--- config.mk ---
export PLATFORM = sky130hd
export DESIGN_NAME = lpps_pin_ctrl
export DESIGN_NICKNAME = d
export VERILOG_FILES = /design/src/lpps_pkg.sv /design/src/lpps_pin_ctrl.sv
export SDC_FILE = /design/constraint.sdc
export NUM_CORES = 1
export LEC_CHECK = 0
export ABC_AREA = 1
export ABC_CLOCK_PERIOD_IN_PS = 1770
export BUFFER_PORTS_ARGS = -buffer_cell sky130_fd_sc_hd__buf_2
export CAP_MARGIN = 20
export CORE_UTILIZATION = 42
export CTS_CLUSTER_DIAMETER = 60
export DETAILED_ROUTE_END_ITERATION = 8
export PLACE_DENSITY = 0.74
export SYNTH_ARGS = -nofsm -noshare
export SYNTH_HDL_FRONTEND = slang
export SYNTH_SLANG_ARGS = --single-unit
--- constraint.sdc ---
create_clock -name clk_i -period 1.77 [get_ports clk_i]
set_clock_uncertainty 0.2 [all_clocks]
set_input_delay 0.0885 -clock clk_i [delete_from_list [all_inputs] [get_ports clk_i]]
set_output_delay 0.0885 -clock clk_i [all_outputs]
set_load 0.02 [all_outputs]
--- src/lpps_pkg.sv ---
// lpps_pkg: modes, pin functions and pad actions for the low power pin state control
// assumes the power controller encodes its mode as lpps_mode_type
package lpps_pkg;

    // power / reset mode indication
    typedef enum logic [3:0] {
        LPPS_MODE_POR       = 4'h0,
        LPPS_MODE_EXT_RST   = 4'h1,
        LPPS_MODE_INT_RST   = 4'h2,
        LPPS_MODE_RUN       = 4'h3,
        LPPS_MODE_SLEEP     = 4'h4,
        LPPS_MODE_TIMER     = 4'h5,
        LPPS_MODE_SUB_TIMER = 4'h6,
        LPPS_MODE_SUBCR_TMR = 4'h7,
        LPPS_MODE_RTC       = 4'h8,
        LPPS_MODE_STOP      = 4'h9,
        LPPS_MODE_DS_RTC    = 4'ha,
        LPPS_MODE_DS_STOP   = 4'hb,
        LPPS_MODE_DS_RETURN = 4'hc
    } lpps_mode_type;

    // pin function selection
    typedef enum logic [2:0] {
        LPPS_FUNC_GPIO     = 3'h0,
        LPPS_FUNC_WAKEUP   = 3'h1,
        LPPS_FUNC_USB      = 3'h2,
        LPPS_FUNC_EXC2     = 3'h3,
        LPPS_FUNC_EXC3     = 3'h4,
        LPPS_FUNC_RESOURCE = 3'h5
    } lpps_func_type;

    // output enable is low while the pad drives
    localparam logic LPPS_OE_DRIVE = 1'h0;
    localparam logic LPPS_OE_HIZ = 1'h1;
    localparam logic LPPS_FIXED_LEVEL = 1'h0;

endpackage

--- src/lpps_pin_ctrl.sv ---
// lpps_pin_ctrl: per-pin pad state selection from power mode, function and hold select
// assumes mode, function and control inputs come from logic on clk_i
// assumes pad cells float the pad while its oe_n is high
`timescale 1ns/10ps

// pad controls per pin:
// oe_n: high floats the pad, low lets it drive
// in_en: enables the input buffer
// hold: keeps the state from before the mode change
// gpio: hands the pad back to the port logic
// fixed: ties the internal input to 0
// main_run and sub_run enable the oscillators; sub_hold keeps the sub pad

module lpps_pin_ctrl
    import lpps_pkg::*;
#(
    // number of pads handled
    parameter int PINS = 4
) (
    // clock and reset
    input wire logic clk_i,
    input wire logic reset_i,
    // mode indications
    input wire lpps_mode_type mode_i,
    input wire logic pin_hold_select_i,
    input wire logic sub_osc_stop_ctrl_i,
    input wire logic backup_por_i,
    input wire logic usb_transmit_i,
    // pin function selection
    input wire lpps_func_type pin_func_i [PINS],
    // pad controls per pin
    output logic [PINS-1:0] pad_oe_n_o,
    output logic [PINS-1:0] pad_in_en_o,
    output logic [PINS-1:0] pad_hold_o,
    output logic [PINS-1:0] pad_force_gpio_o,
    output logic [PINS-1:0] input_fixed_o,
    // oscillator pads
    output logic main_osc_run_o,
    output logic main_osc_oe_n_o,
    output logic sub_osc_run_o,
    output logic sub_osc_hold_o,
    output logic sub_osc_oe_n_o
);

    // pad controls of every pin and both oscillator pads, kept in one register
    typedef struct packed {
        logic [PINS-1:0] oe_n;
        logic [PINS-1:0] in_en;
        logic [PINS-1:0] hold;
        logic [PINS-1:0] gpio;
        logic [PINS-1:0] fixed;
        logic main_run;
        logic main_oe_n;
        logic sub_run;
        logic sub_hold;
        logic sub_oe_n;
    } lpps_state_type;

    // registered pad state and the value it takes at the next edge
    lpps_state_type state;
    lpps_state_type next_state;

    // mode groups shared by the pin and oscillator decode
    logic deep;
    logic low_stop;
    logic rtc_stop;
    logic stop_any;
    logic in_reset;
    logic run_sleep;

    // mode classification
    always_comb begin
        // deep standby rtc or deep standby stop
        deep = (mode_i == LPPS_MODE_DS_RTC) || (mode_i == LPPS_MODE_DS_STOP);
        // rtc or stop, where the exception pins change over
        rtc_stop = (mode_i == LPPS_MODE_RTC) || (mode_i == LPPS_MODE_STOP);
        // modes in which the sub oscillator may be halted
        stop_any = (mode_i == LPPS_MODE_STOP) || (mode_i == LPPS_MODE_DS_STOP);
        // every mode in which the main oscillator is stopped
        low_stop = rtc_stop || deep
            || (mode_i == LPPS_MODE_SUB_TIMER) || (mode_i == LPPS_MODE_SUBCR_TMR);
        // reset states: pads released, nothing kept
        in_reset = (mode_i == LPPS_MODE_POR) || (mode_i == LPPS_MODE_EXT_RST)
            || (mode_i == LPPS_MODE_INT_RST);
        // only run and sleep let the pads follow their function freely
        run_sleep = (mode_i == LPPS_MODE_RUN) || (mode_i == LPPS_MODE_SLEEP);
    end

    // next pad state; default is drive enabled, previous state kept outside run and sleep
    always_comb begin
        next_state = state;
        // every pin decodes on its own; pin i follows function i
        for (int i = 0; i < PINS; i++) begin
            // defaults: drive, input on, keep state outside run and sleep
            next_state.oe_n[i] = LPPS_OE_DRIVE;
            next_state.in_en[i] = 1'h1;
            next_state.hold[i] = !run_sleep;
            next_state.gpio[i] = 1'h0;
            next_state.fixed[i] = 1'h0;
            // backup power-on wins over everything for resource pins
            if (backup_por_i && pin_func_i[i] == LPPS_FUNC_RESOURCE) begin
                next_state.oe_n[i] = LPPS_OE_HIZ;
                next_state.hold[i] = 1'h0;
            end else if (in_reset) begin
                // reset states release the pad and keep nothing
                next_state.oe_n[i] = LPPS_OE_HIZ;
                next_state.hold[i] = 1'h0;
            end else begin
                // function decode for the low power modes
                unique case (pin_func_i[i])
                    // usb pads never drive here; receive ties the internal input
                    LPPS_FUNC_USB: begin
                        next_state.hold[i] = 1'h0;
                        if (usb_transmit_i) begin
                            // transmit: the transceiver owns the pad
                            next_state.oe_n[i] = LPPS_OE_HIZ;
                        end else begin
                            // receive: input buffer stays on, internal input tied
                            next_state.oe_n[i] = LPPS_OE_HIZ;
                            next_state.fixed[i] = 1'h1;
                        end
                    end
                    // hold select in deep standby: float, keep the wakeup path
                    LPPS_FUNC_WAKEUP: begin
                        if (deep && pin_hold_select_i) begin
                            next_state.oe_n[i] = LPPS_OE_HIZ;
                            next_state.hold[i] = 1'h0;
                        end
                    end
                    // second exception: timer keeps, rtc and stop fall back to gpio
                    LPPS_FUNC_EXC2: begin
                        if (rtc_stop) begin
                            next_state.gpio[i] = 1'h1;
                            next_state.fixed[i] = 1'h1;
                            next_state.hold[i] = 1'h0;
                        end
                    end
                    // third exception: timer keeps, rtc and stop float the pad
                    LPPS_FUNC_EXC3: begin
                        if (rtc_stop) begin
                            next_state.oe_n[i] = LPPS_OE_HIZ;
                            next_state.fixed[i] = 1'h1;
                            next_state.hold[i] = 1'h0;
                        end
                    end
                    // plain pins float in deep standby
                    LPPS_FUNC_GPIO, LPPS_FUNC_RESOURCE: begin
                        if (deep) begin
                            next_state.oe_n[i] = LPPS_OE_HIZ;
                            next_state.fixed[i] = 1'h1;
                            next_state.hold[i] = 1'h0;
                        end
                    end
                    // undefined codes float with the input tied, the safe choice
                    default: begin
                        next_state.oe_n[i] = LPPS_OE_HIZ;
                        next_state.fixed[i] = 1'h1;
                    end
                endcase
            end
            // a tied input turns the buffer off, except usb, which still receives
            if (next_state.fixed[i]) begin
                next_state.in_en[i] = (pin_func_i[i] == LPPS_FUNC_USB);
            end
        end
        // main oscillator: run and pad from one decode so they never disagree
        next_state.main_run = !low_stop;
        next_state.main_oe_n = low_stop ? LPPS_OE_HIZ : LPPS_OE_DRIVE;
        // sub oscillator: the stop control only acts in stop and deep standby stop
        if (sub_osc_stop_ctrl_i && stop_any) begin
            next_state.sub_run = 1'h0;
            next_state.sub_hold = 1'h0;
            next_state.sub_oe_n = LPPS_OE_HIZ;
        end else begin
            next_state.sub_run = 1'h1;
            next_state.sub_hold = 1'h1;
            next_state.sub_oe_n = LPPS_OE_DRIVE;
        end
    end

    // register the pad state to keep mode changes glitch free
    always_ff @(posedge clk_i or posedge reset_i) begin
        if (reset_i) begin
            // reset floats every pin and leaves both oscillators running
            state <= '{
                oe_n: '1,
                in_en: '0,
                hold: '0,
                gpio: '0,
                fixed: '0,
                main_run: 1'h1,
                main_oe_n: 1'h0,
                sub_run: 1'h1,
                sub_hold: 1'h1,
                sub_oe_n: 1'h0
            };
        end else begin
            state <= next_state;
        end
    end

    // pin pads straight from the state register
    assign pad_oe_n_o = state.oe_n;
    assign pad_in_en_o = state.in_en;
    assign pad_hold_o = state.hold;
    assign pad_force_gpio_o = state.gpio;
    assign input_fixed_o = state.fixed;
    // oscillator pads straight from the state register
    assign main_osc_run_o = state.main_run;
    assign main_osc_oe_n_o = state.main_oe_n;
    assign sub_osc_run_o = state.sub_run;
    assign sub_osc_hold_o = state.sub_hold;
    assign sub_osc_oe_n_o = state.sub_oe_n;

endmodule

==> impl_metrics.tcl <==
set metrics [dict create \
    worstSetupPathType "input pin to flop" \
    hpwl_mm 2.43 \
    wire_per_inst_um 10.6 \
    cts.sinks 24 \
    postCtsSetupRepairBufs 0 \
    grt_max_degree 25 \
    slew_viol_final 0 \
    power.total_mw 1.23 \
    antenna_left 0 \
    max_freq_mhz 608 \
    cp.arrival_ns 1.66 \
    ys_seq_elements 24 \
    drive_gt1_frac 0.218 \
    fin_cells 330 \
    slowest_delay_ns 0.54 \
    final_nets 308 \
    path_clk_slew_ns 0.11 \
    grt_overflow_total 0 \
    critPathTopFamily "buffers and inverters" \
    cap_violations 0 \
    place.gp.congestion 0.845 \
    grt_pass1_vias 1373 \
    syn_area_um2 1460 \
    p_int_mw 0.828 \
    drt_wl_total_mm 3.48 \
    startpoint "mode_i[3]" \
    fin_setup_tns_ns 0 \
    drt_pre_antenna_iters 4 \
    die_w_um 61.0 \
    stdcell_area_um2 1960 \
    synth_cell_types 20 \
    die_h_um 61.0 \
    path_max_fanout 16 \
    synth_top_area_frac 0.308 \
    antenna_found_initial 0 \
    rsz0062_at_grt "no" \
    coreArea_um2 3340 \
    yosys_warnings 0 \
    die_area_um2 3720 \
    drt-initial-drc-count 98 \
    synth_seq_area_share 0.416 \
    cp_cell_sequence "dlygate4sd3_1 -> buf_2 -> inv_1 -> nor2_4 -> nand2_2 -> nor2_1 -> a21oi_1 -> nand4_1" \
    switching_power_mw 0.400 \
    tritoncts "yes" \
    crit_required_ns 1.79 \
    clockBufferDepth 2 \
    root_buffer "clkbuf_4" \
    avgViaCountPerCell 4.90 \
    comb_power_share 0.312 \
    period_share 0.929 \
    initial_core_util 0.438 \
    seq_power_share 0.501 \
    numPlacedInstances 306 \
    grt_usage 0.203 \
    syn2layout_area_growth_pct 34.1 \
    synth_area_per_cell_um2 6.74 \
    power_density_nw_per_um2 626 \
    cp_num_buf_inv 3 \
    ctsHtreeMaxLevel 1 \
    dpl_cell_area_um2 1730 \
    synth_area_leaders "dfrtp_1, nand2_1, nor2_1, dfstp_2, nand4_1" \
    mostFrequentLayoutCell "nand2_1" \
    yosysTopAreaCell "dfrtp_1" \
    hp-start "pin_func_i[5]" \
    slew_headroom 0.736 \
    endpoint_kind "flop" \
    drc_errors 0 \
    synth_fp_nets 239 \
    peakVddDrop_uv 226 \
    status "completed" \
    num_io_pins 47 \
    period_needed_ns 1.64 \
    p_sw_frac 0.326 \
    diodes 0 \
    io_buffers 46 \
    cpMaxStageDelayCell "dlygate4sd3_1" \
    clockPowerShare 0.187 \
    tightest_slew_ns 0.396 \
    grt_pass1_wl_mm 5.64 \
    cts_buffers 3 \
    setup_viol 0 \
    cp-start-kind "input pin" \
    final_util 0.588 \
    hold_path_class "input pin to flop" \
    placementRows 21 \
    leakagePower_nw 1.08 \
    hold_violations 0 \
    syn_inst 217 \
    via_count 1618 \
    final_cell_mix "nand2_1, nor2_1, buf_2, inv_1, dlygate4sd3_1" \
]
## through the flow
step	setup slack, ns	hold WS, ns
2_1_floorplan	0.729	-0.101
3_3_place_gp	0.389	-0.0595
3_5_place_dp	0.386	-0.0527
4_1_cts	0.168	0.00486
5_1_grt	0.00625	0.0574
6_report	0.125	0.00545
## Yosys cell counts, drive strengths merged
cell / number
buf: 4
dfrtp: 18
a21boi: 3
nand3b: 4
nand2: 66
o21ai: 5
nand4: 19
nand3: 10
and2: 1
nor2: 52
a21oi: 4
inv: 25
dfstp: 6
## state kept, by name, indices dropped and copies added (netlist names), 4 cells and up
signal,cells
input_fixed_o,4
pad_hold_o,4
pad_oe_n_o,4
pad_force_gpio_o,4
pad_in_en_o,4
## layer usage
metal  track usage  wire length, µm  vias to the layer above
met5             0                0                        -
met4        0.0942               23                        0
met3        0.0231              189                        3
met2         0.358             1770                       52
met1         0.250             1500                      737
li1              -                -                      826
## worst paths after layout
kind	to	slack (ns)	cells past startpoint
worst max-delay path	pad_oe_n_o[3]$_DFF_PP1_	0.13	8
worst min-delay path	pad_oe_n_o[2]$_DFF_PP1_	0.005	5
max in group asynchronous	pad_oe_n_o[1]$_DFF_PP1_	0.94	4
min in group asynchronous	sub_osc_oe_n_o$_DFF_PP0_	0.14	4
## cell families (layout without fill, tap and decap cells)
kind of cell           after synthesis  count (layout)  synth area share
DFF                                 24              24             0.416
buffers and inverters               29              96            0.0838
and+or+nand+nor                    152             152             0.452
AOI/OAI and AO/OA                   12              12            0.0488
## area by class of cell
type / instances / area (µm²)
inverter: 25 / 93.8
sequential: 24 / 608
fill: 326 / 1380
clock buffer: 3 / 22.5
multi-input combinational: 164 / 732
timing repair buffer: 68 / 448
tap: 46 / 57.6
## power by group through the flow
stage	clock network [mW]	registers, mW	logic [mW]
6_report	0.229	0.615	0.383
2_1_floorplan	0	0.696	0.158
5_1_grt	0.253	0.621	0.429
3_3_place_gp	0	0.626	0.342
3_5_place_dp	0	0.626	0.347
4_1_cts	0.232	0.616	0.381
## timing repair
action | 4_1_cts | 5_1_grt
hold buffers | 21 | 0
resized for setup | 0 | 0
hold endpoints to repair | 40 | 0
No activity file was read; power rests on OpenSTA's default activity.
